[config.mk]
export PLATFORM = sky130hd
export DESIGN_NAME = ctc_transceiver_control
export DESIGN_NICKNAME = d
export VERILOG_FILES = /design/src/include/ctc_pkg.sv /design/src/hdl/ctc_transceiver_control.sv
export SDC_FILE = /design/constraint.sdc
export NUM_CORES = 1
export LEC_CHECK = 0
export ABC_AREA = 1
export ABC_CLOCK_PERIOD_IN_PS = 2500
export BUFFER_PORTS_ARGS = -buffer_cell sky130_fd_sc_hd__buf_4
export CAP_MARGIN = 20
export CORE_UTILIZATION = 30
export CTS_BUF_LIST = sky130_fd_sc_hd__clkbuf_4 sky130_fd_sc_hd__clkbuf_8 sky130_fd_sc_hd__clkbuf_16
export DETAILED_ROUTE_END_ITERATION = 16
export SYNTH_ARGS = -nofsm -noshare
export SYNTH_HDL_FRONTEND = slang
export SYNTH_SLANG_ARGS = --single-unit
[constraint.sdc]
create_clock -name i_mclk -period 2.5 [get_ports i_mclk]
set_clock_uncertainty 0.05 [all_clocks]
set_input_delay 0.25 -clock i_mclk [delete_from_list [all_inputs] [get_ports i_mclk]]
set_output_delay 0.25 -clock i_mclk [all_outputs]
set_load 0.01 [all_outputs]
[src/include/ctc_pkg.sv]
// ctc_pkg: constants shared by the transceiver control logic.
// assumes a 125 MHz device clock and a 4-bit byte-addressed register port.
`default_nettype none

package ctc_pkg;

  // clock and permanent-dominant timing
  localparam int CLK_PERIOD_NS  = 8;
  localparam int PD_TIMEOUT_NS  = 1250000;                     // 1.25 ms nominal
  localparam int PD_TIMEOUT_CYC = PD_TIMEOUT_NS / CLK_PERIOD_NS;
  localparam int CNT_W          = 18;

  // register port layout
  localparam int          ADDR_W     = 4;
  localparam int          DATA_W     = 32;
  localparam logic [3:0]  REG_CTRL   = 4'h0;
  localparam logic [3:0]  REG_STATUS = 4'h4;
  localparam logic [3:0]  REG_EVENT  = 4'h8;

  // control register fields and reset value
  localparam int          CTRL_LOG_EN   = 0;
  localparam int          CTRL_SW_STANDBY_SELECT  = 1;
  localparam logic [1:0]  CTRL_RESET    = 2'h1;

  // event word bits
  localparam int EVT_W     = 4;
  localparam int EV_TXD_TO = 0;
  localparam int EV_BUS_TO = 1;
  localparam int EV_UV     = 2;
  localparam int EV_OT     = 3;
  localparam int FIFO_DEPTH = 8;
  localparam int EVT_VALID  = 8;

  // synchroniser lanes and their reset value (standby pulled up)
  localparam int         SY_STANDBY_SELECT  = 0;
  localparam int         SY_BUS   = 1;
  localparam int         SY_TRANSCEIVER_SUPPLY_OK  = 2;
  localparam int         SY_VIO   = 3;
  localparam int         SY_OT    = 4;
  localparam int         SY_N     = 5;
  localparam logic [4:0] SY_RESET = 5'h01;

  typedef enum logic {MODE_NORMAL, MODE_STANDBY} ctc_mode_e;

endpackage : ctc_pkg

`default_nettype wire

[src/hdl/ctc_transceiver_control.sv]
// ctc_transceiver_control: digital control of a high-speed CAN transceiver,
// with an event FIFO read over a plain register port.
// assumes the controller tx line is on i_mclk; pins and supply flags are async.
//
// Contract
// - drive bus dominant while tx input low, recessive while high
// - any node's dominant beats recessive on the observed bus
// - normal mode: rx output low on dominant bus, high on recessive
// - normal mode: tx stuck low past time-out disables drivers until tx high
// - both detectors time out after nominal 1.25 ms
// - standby: bus stuck dominant forces rx high until bus recessive
// - standby select picks normal or standby, undriven means standby
// - standby turns off transmitter and high-speed receiver
// - after supplies valid, drivers stay off until tx seen high
// - transceiver undervoltage returns bus outputs to high impedance
// - normal mode: undervoltage forces rx output high
// - low-power receiver enabled once both supplies valid, then stays
// - over-temperature disables only the bus drivers
// - tx input defaults high so bus defaults recessive
`timescale 1ns/1ps
`default_nettype none

module ctc_fifo #(
  parameter int WIDTH = 4,
  parameter int DEPTH = 8
) (
  // clock and reset
  input  wire logic             i_mclk,
  input  wire logic             i_rst_n,
  input  wire logic             i_ce,
  // write side
  input  wire logic             i_in_valid,
  input  wire logic [WIDTH-1:0] i_in_data,
  output logic                  o_in_ready,
  // read side
  output logic                  o_out_valid,
  output logic [WIDTH-1:0]      o_out_data,
  input  wire logic             i_out_ready
);
  localparam int PW = $clog2(DEPTH);

  logic [WIDTH-1:0] mem_reg [DEPTH];
  logic [PW-1:0]    wr_ptr_reg;
  logic [PW-1:0]    rd_ptr_reg;
  logic [PW:0]      count_reg;
  logic             push;
  logic             pop;

  // honest full and empty straight from the count
  assign o_in_ready  = (count_reg != (PW+1)'(DEPTH));
  assign o_out_valid = (count_reg != '0);
  assign o_out_data  = mem_reg[rd_ptr_reg];
  assign push        = i_ce && i_in_valid && o_in_ready;
  assign pop         = i_ce && i_out_ready && o_out_valid;

  // storage, one flop row per entry
  always_ff @(posedge i_mclk) begin
    if (push) begin
      mem_reg[wr_ptr_reg] <= i_in_data;
    end
  end

  // pointers and occupancy
  always_ff @(posedge i_mclk) begin
    if (!i_rst_n) begin
      wr_ptr_reg <= '0;
      rd_ptr_reg <= '0;
      count_reg  <= '0;
    end else begin
      if (push) begin
        wr_ptr_reg <= (wr_ptr_reg == PW'(DEPTH - 1)) ? '0 : wr_ptr_reg + 1'b1;
      end
      if (pop) begin
        rd_ptr_reg <= (rd_ptr_reg == PW'(DEPTH - 1)) ? '0 : rd_ptr_reg + 1'b1;
      end
      if (push && !pop) begin
        count_reg <= count_reg + 1'b1;
      end else if (pop && !push) begin
        count_reg <= count_reg - 1'b1;
      end
    end
  end
endmodule // ctc_fifo

module ctc_transceiver_control
  import ctc_pkg::*;
#(
  parameter logic [CNT_W-1:0] P_PD_TIMEOUT_CYC = CNT_W'(PD_TIMEOUT_CYC)
) (
  // clock, reset, enable
  input  wire logic              i_mclk,
  input  wire logic              i_rst_n,
  input  wire logic              i_ce,
  // protocol controller side
  input  wire logic              i_controller_tx_out,
  output logic                   o_controller_rx_in,
  // bus pin: observed level, drive level, drive enable
  input  wire logic              i_bus_dom,
  output logic                   o_bus_dom,
  output logic                   o_bus_oe,
  // mode pin and supervisors
  input  wire logic              i_standby_select,
  input  wire logic              i_transceiver_supply_ok,
  input  wire logic              i_io_supply_ok,
  input  wire logic              i_over_temp,
  // receiver enables
  output logic                   o_hs_rx_en,
  output logic                   o_lp_rx_en,
  // register port
  input  wire logic [ADDR_W-1:0] i_addr,
  input  wire logic [DATA_W-1:0] i_wdata,
  input  wire logic              i_wr,
  input  wire logic              i_rd,
  output logic [DATA_W-1:0]      o_rdata
);
  logic [SY_N-1:0]  sync1_reg;
  logic [SY_N-1:0]  sync2_reg;
  logic             standby_select_s, bus_s, transceiver_supply_ok_s, vio_s, ot_s;
  logic [1:0]       ctrl_reg;
  ctc_mode_e        mode_reg;
  logic             armed_reg;
  logic [CNT_W-1:0] txd_cnt_reg;
  logic [CNT_W-1:0] bus_cnt_reg;
  logic             txd_to_reg;
  logic             bus_to_reg;
  logic             bus_obs;
  logic             drv_en_next;
  logic             rx_next;
  logic [EVT_W-1:0] evt_pend_reg;
  logic [EVT_W-1:0] evt_new;
  logic [EVT_W-1:0] prev_reg;
  logic [EVT_W-1:0] cur_flags;
  logic             fifo_in_ready;
  logic             fifo_out_valid;
  logic [EVT_W-1:0] fifo_out_data;
  logic             evt_pop;

  // two-flop synchronisers, one lane per async input
  for (genvar g = 0; g < SY_N; g++) begin : g_sync
    always_ff @(posedge i_mclk) begin
      if (!i_rst_n) begin
        sync1_reg[g] <= SY_RESET[g];   // standby lane resets high, like its pull-up
        sync2_reg[g] <= SY_RESET[g];
      end else if (i_ce) begin
        sync1_reg[g] <= (g == SY_STANDBY_SELECT) ? i_standby_select :
                        (g == SY_BUS)  ? i_bus_dom :
                        (g == SY_TRANSCEIVER_SUPPLY_OK) ? i_transceiver_supply_ok :
                        (g == SY_VIO)  ? i_io_supply_ok : i_over_temp;
        sync2_reg[g] <= sync1_reg[g];
      end
    end
  end
  assign standby_select_s = sync2_reg[SY_STANDBY_SELECT];
  assign bus_s  = sync2_reg[SY_BUS];
  assign transceiver_supply_ok_s = sync2_reg[SY_TRANSCEIVER_SUPPLY_OK];
  assign vio_s  = sync2_reg[SY_VIO];
  assign ot_s   = sync2_reg[SY_OT];

  // our own dominant drive counts even before the comparator sees it
  assign bus_obs = bus_s || o_bus_dom;

  // mode select from pin or software override
  always_ff @(posedge i_mclk) begin
    if (!i_rst_n) begin
      mode_reg <= MODE_STANDBY;
    end else if (i_ce) begin
      mode_reg <= (standby_select_s || ctrl_reg[CTRL_SW_STANDBY_SELECT]) ? MODE_STANDBY : MODE_NORMAL;
    end
  end

  // driver arming: needs both supplies and tx seen high; brown-out disarms
  always_ff @(posedge i_mclk) begin
    if (!i_rst_n) begin
      armed_reg <= 1'b0;
    end else if (i_ce) begin
      if (!transceiver_supply_ok_s) begin
        armed_reg <= 1'b0;
      end else if (vio_s && i_controller_tx_out) begin
        armed_reg <= 1'b1;
      end
    end
  end

  // tx permanent-dominant counter, restarts on each recessive sample
  always_ff @(posedge i_mclk) begin
    if (!i_rst_n) begin
      txd_cnt_reg <= '0;
      txd_to_reg  <= 1'b0;
    end else if (i_ce) begin
      if (i_controller_tx_out) begin
        txd_cnt_reg <= '0;
        txd_to_reg  <= 1'b0;
      end else if (mode_reg == MODE_NORMAL && !txd_to_reg) begin
        if (txd_cnt_reg == P_PD_TIMEOUT_CYC - 1'b1) begin
          txd_to_reg <= 1'b1;
        end else begin
          txd_cnt_reg <= txd_cnt_reg + 1'b1;
        end
      end
    end
  end

  // bus permanent-dominant counter, only armed in standby
  always_ff @(posedge i_mclk) begin
    if (!i_rst_n) begin
      bus_cnt_reg <= '0;
      bus_to_reg  <= 1'b0;
    end else if (i_ce) begin
      if (!bus_s) begin
        bus_cnt_reg <= '0;
        bus_to_reg  <= 1'b0;
      end else if (mode_reg == MODE_STANDBY && !bus_to_reg) begin
        if (bus_cnt_reg == P_PD_TIMEOUT_CYC - 1'b1) begin
          bus_to_reg <= 1'b1;
        end else begin
          bus_cnt_reg <= bus_cnt_reg + 1'b1;
        end
      end
    end
  end

  // driver gating; of the pin outputs, thermal trip touches only the drivers
  assign drv_en_next = (mode_reg == MODE_NORMAL) && armed_reg && transceiver_supply_ok_s
                       && !ot_s && !txd_to_reg;

  // receive data per mode
  always_comb begin
    case (mode_reg)
      MODE_NORMAL:  rx_next = transceiver_supply_ok_s ? !bus_obs : 1'b1;
      MODE_STANDBY: rx_next = (o_lp_rx_en && !bus_to_reg) ? !bus_s : 1'b1;
      default:      rx_next = 1'b1;
    endcase
  end

  // registered pin outputs; reset leaves the bus recessive and undriven
  always_ff @(posedge i_mclk) begin
    if (!i_rst_n) begin
      o_bus_dom          <= 1'b0;
      o_bus_oe           <= 1'b0;
      o_controller_rx_in <= 1'b1;
      o_hs_rx_en         <= 1'b0;
    end else if (i_ce) begin
      o_bus_dom          <= drv_en_next && !i_controller_tx_out;
      o_bus_oe           <= drv_en_next;
      o_controller_rx_in <= rx_next;
      o_hs_rx_en         <= (mode_reg == MODE_NORMAL);
    end
  end

  // low-power receiver latches on once both supplies were valid
  always_ff @(posedge i_mclk) begin
    if (!i_rst_n) begin
      o_lp_rx_en <= 1'b0;
    end else if (i_ce && transceiver_supply_ok_s && vio_s) begin
      o_lp_rx_en <= 1'b1;
    end
  end

  // fault event capture; pending bits wait while the fifo is full
  assign cur_flags = {ot_s, !transceiver_supply_ok_s, bus_to_reg, txd_to_reg};
  assign evt_new   = cur_flags & ~prev_reg;
  always_ff @(posedge i_mclk) begin
    if (!i_rst_n) begin
      prev_reg     <= EVT_W'(1 << EV_UV);  // supply lane resets low: no false undervoltage event
      evt_pend_reg <= '0;
    end else if (i_ce) begin
      prev_reg <= cur_flags;
      // a new edge in the push cycle is kept, not dropped
      if (evt_pend_reg != '0 && fifo_in_ready) begin
        evt_pend_reg <= evt_new & {EVT_W{ctrl_reg[CTRL_LOG_EN]}};
      end else begin
        evt_pend_reg <= evt_pend_reg | (evt_new & {EVT_W{ctrl_reg[CTRL_LOG_EN]}});
      end
    end
  end

  ctc_fifo #(
    .WIDTH (EVT_W),
    .DEPTH (FIFO_DEPTH)
  ) u_evt_fifo (
    .i_mclk      (i_mclk),
    .i_rst_n     (i_rst_n),
    .i_ce        (i_ce),
    .i_in_valid  (evt_pend_reg != '0),
    .i_in_data   (evt_pend_reg),
    .o_in_ready  (fifo_in_ready),
    .o_out_valid (fifo_out_valid),
    .o_out_data  (fifo_out_data),
    .i_out_ready (evt_pop)
  );

  // reading the event register pops one entry
  assign evt_pop = i_rd && (i_addr == REG_EVENT);

  // control register writes
  always_ff @(posedge i_mclk) begin
    if (!i_rst_n) begin
      ctrl_reg <= CTRL_RESET;
    end else if (i_ce && i_wr && i_addr == REG_CTRL) begin
      ctrl_reg <= i_wdata[1:0];
    end
  end

  // read data, one cycle after the strobe; unmapped reads zero
  always_ff @(posedge i_mclk) begin
    if (!i_rst_n) begin
      o_rdata <= '0;
    end else if (i_ce && i_rd) begin
      case (i_addr)
        REG_CTRL:   o_rdata <= {30'h0, ctrl_reg};
        REG_STATUS: o_rdata <= {24'h0, o_lp_rx_en, ot_s, vio_s, transceiver_supply_ok_s,
                                bus_to_reg, txd_to_reg, armed_reg, mode_reg == MODE_STANDBY};
        REG_EVENT:  o_rdata <= {23'h0, fifo_out_valid, 4'h0, fifo_out_valid ? fifo_out_data : 4'h0};  // empty reads zero
        default:    o_rdata <= '0;
      endcase
    end
  end
endmodule // ctc_transceiver_control

`default_nettype wire

==> impl_metrics.ini <==
[layout]
antennaDiodeCount = 0
mostFrequentLayoutCells = nand2_1, nor2_1, dfxtp_1
synthToLayoutAreaGrowth_pct = 17.01
final_area_um2 = 6963
final_nets = 888
finalNonFillerCells = 1105
multi_input_area_um2 = 2756
drive_gt1_share_pct = 13.33
largest_reg_flops = 32
fillers = 2018
mostFrequentLayoutCell = nand2_1
seqCellArea_um2 = 2704

[timing]
setup_ws_ps = 362.3
relSlewSlack_pct = 52.28
period_minus_slack_ps = 2138
fin_crit_sh_pct = 85.51
setup-tns-final_ps = 0
finalHoldViolations = 0
setup_viol = 0
worst_pin_slew_ps = 715.8
fmax_mhz = 467.8
slew_violations = 0

[min_path]
hold_class = input port to flop

[setup_path]
required_ps = 2800
worst-setup-path-type = flop to flop
r2r_setup_slack_ps = 360
slowest_delay_ps = 410
r2r_start = u_evt_fifo.count_reg[1]
slowest_stage = dfxtp_1
ff2ff_path_depth = 17
r2r_end = u_evt_fifo.count_reg[3]
worstPathCellList = nor2_2, nand2_1, nor2_1, nor3_2, inv_1, ha_1, inv_1, ha_1, nand2_1, inv_1, o21ai_1, nand2_1, nand2_1, nand3_1, nand2_1, nand2_1, nor2_1
cp-startpoint = u_evt_fifo.count_reg[1]
critPathCaptureType = flop
critPathArrivalTime_ps = 2440
crit_end = u_evt_fifo.count_reg[3]
crit_top_cell = nand2_1
critPathLaunchType = flop
cp_max_fo = 4

[logic_synthesis]
synth_edf_count = 32
synthXorXnorAreaFrac_pct = 1.472
synthSimpleGateAreaFrac_pct = 28.89
yosys.cell_types.count = 39
synth_top_family_by_area = simple AND/OR/NAND/NOR gates
synth_mux_area_share_pct = 0
synth_fa_ha_area_share_pct = 2.649
syn_area_per_cell_um2 = 7.571
syn_area_um2 = 5951
synth_compound_area_share_pct = 11.82
ys.flop_type = dfxtp_1
synthCells = 786
ys_ff_latch = 119
synthArstFlopShare_pct = 0
synth-seq-area-share_pct = 45.42
yosys_warnings = 0

[placed_design]
place_congestion = 0.8046
dp_cells = 1073
placed_area_um2 = 6419
dp_hpwl_um = 9672
dp_slack_ps = 122.7
portBuffers = 30

[routing]
first_pass_iters = 10
drtAntennaViolNets = 0
viasPerCell = 4.480
vias = 4950
wl_per_cell_um = 12.30
wl_um = 13590
drtIter0Drc = 311
drc = 2

[status]
outcome = finished with violations
violations = design-rule violations

[floorplan]
die-area_um2 = 20400
core_um2 = 19460
ioPinCount = 84
die_y_um = 142.8
rows = 51
initial_utilization_pct = 30.58
die_x_um = 142.8

[clocking]
cts_sinks = 119
cts_max_level = 4
cts_tree = yes
clk_pin_slew_ps = 50
cts_made_buffers = 17
clockBufferDepth = 2
cts_setup_buffers = 0
ctsRootBufferMaster = clkbuf_16
clk_latency_ps = 420

[power_and_ir_drop]
p_leak_nw = 2.715
irDropWorstVdd_uv = 455.8
total_power_mw = 4.475
p_per_area_nw_per_um2 = 642.7

[job]
drv_cap = 0

[grt]
grt_usage_pct = 14.19
grt_pass1_vias = 4427
gr-total-overflow = 0
antenna_found_initial = 0
grt_pass1_wl_um = 22010
grt_max_degree = 29
## worst max-delay path: cells and delay by family, from the launching register on
kind / cells / cell delay (ps)
adders and majority gates: 2 / 460
AOI/OAI and AO/OA: 1 / 140
DFF: 1 / 410
and+or+nand+nor: 11 / 750
buffers and inverters: 3 / 250
## per-stage QoR
| stage | hold WS (ps) | util [%] |
|---|---|---|
| after floorplan | 313.2 | - |
| after global placement | 381.5 | 32.98 |
| after detailed placement | 380.3 | 32.98 |
| after CTS | 7.981 | 35.76 |
| after global routing | 20.50 | 35.78 |
| final | 19.59 | 35.78 |
## power breakdown
group / switching, mW / leakage [nW] / internal, mW
logic: 0.182 / 1.47 / 0.0884
registers: 0.0277 / 0.975 / 2.01
clock network: 0.822 / 0.270 / 1.35
total: 1.03 / 2.71 / 3.44
## final cells by class
class / instances / share of cell area, %
Clock inverter: 6 / 0.4313
Clock buffer: 24 / 7.044
Sequential cell: 119 / 38.83
Inverter: 78 / 4.205
Multi-Input combinational cell: 566 / 39.59
Tap cell: 265 / 4.762
Timing Repair Buffer: 47 / 5.139
## per-layer routing
| metal | part of all wire, % | wire length, um | track usage [%] |
|---|---|---|---|
| met5 | 0 | 0 | 0 |
| met4 | 1.6 | 221 | 6.338 |
| met3 | 4.0 | 549 | 4.058 |
| met2 | 46 | 6195 | 22.57 |
| met1 | 49 | 6622 | 17.79 |
## Yosys cell counts, types with 3 or more instances
| library cell | count | area (um2) |
|---|---|---|
| o211a_1 | 3 | 30.03 |
| inv_2 | 3 | 11.26 |
| nor2_2 | 4 | 25.02 |
| a21oi_1 | 51 | 255.2 |
| dfxtp_1 | 87 | 1742 |
| o211ai_1 | 6 | 45.04 |
| nand2_2 | 8 | 50.05 |
| inv_1 | 75 | 281.5 |
| o21ai_0 | 45 | 225.2 |
| a21oi_2 | 11 | 96.34 |
| xor2_1 | 10 | 87.58 |
| nor3_1 | 8 | 40.04 |
| clkbuf_1 | 11 | 41.29 |
| a22oi_1 | 3 | 22.52 |
| nand3_1 | 50 | 250.2 |
| buf_2 | 7 | 35.03 |
| nand4_1 | 16 | 100.1 |
| edfxtp_1 | 32 | 960.9 |
| ha_1 | 11 | 137.6 |
| nor2_1 | 131 | 491.7 |
| nand2_1 | 167 | 626.9 |
| nand3b_1 | 4 | 30.03 |
| buf_4 | 24 | 180.2 |
## timing repair
action | CTS | global route
endpoints found under the setup margin | 0 | 1
hold buffers | 2 | 0
resized for setup | 0 | 3
endpoints found under the hold margin | 2 | 0
## worst min path at each step
stage	start	end	slack [ps]	depth (start not counted)
6_report	i_transceiver_supply_ok	sync1_reg[2]	20	3
5_1_grt	i_transceiver_supply_ok	sync1_reg[2]	20	3
4_1_cts	i_standby_select	sync1_reg[0]	8	3
2_1_floorplan	i_wdata[0]	ctrl_reg[0]	310	2
3_5_place_dp	prev_reg[2]	prev_reg[2]	380	2
3_3_place_gp	prev_reg[2]	prev_reg[2]	380	2
## cells by family after synthesis
kind of cell	count (synthesis)
xor+xnor	10
flops	119
other cells	1
simple gates	399
buf+inv	123
fa+ha+maj	12
compound gates	122
(Power assumes the default switching activity.)
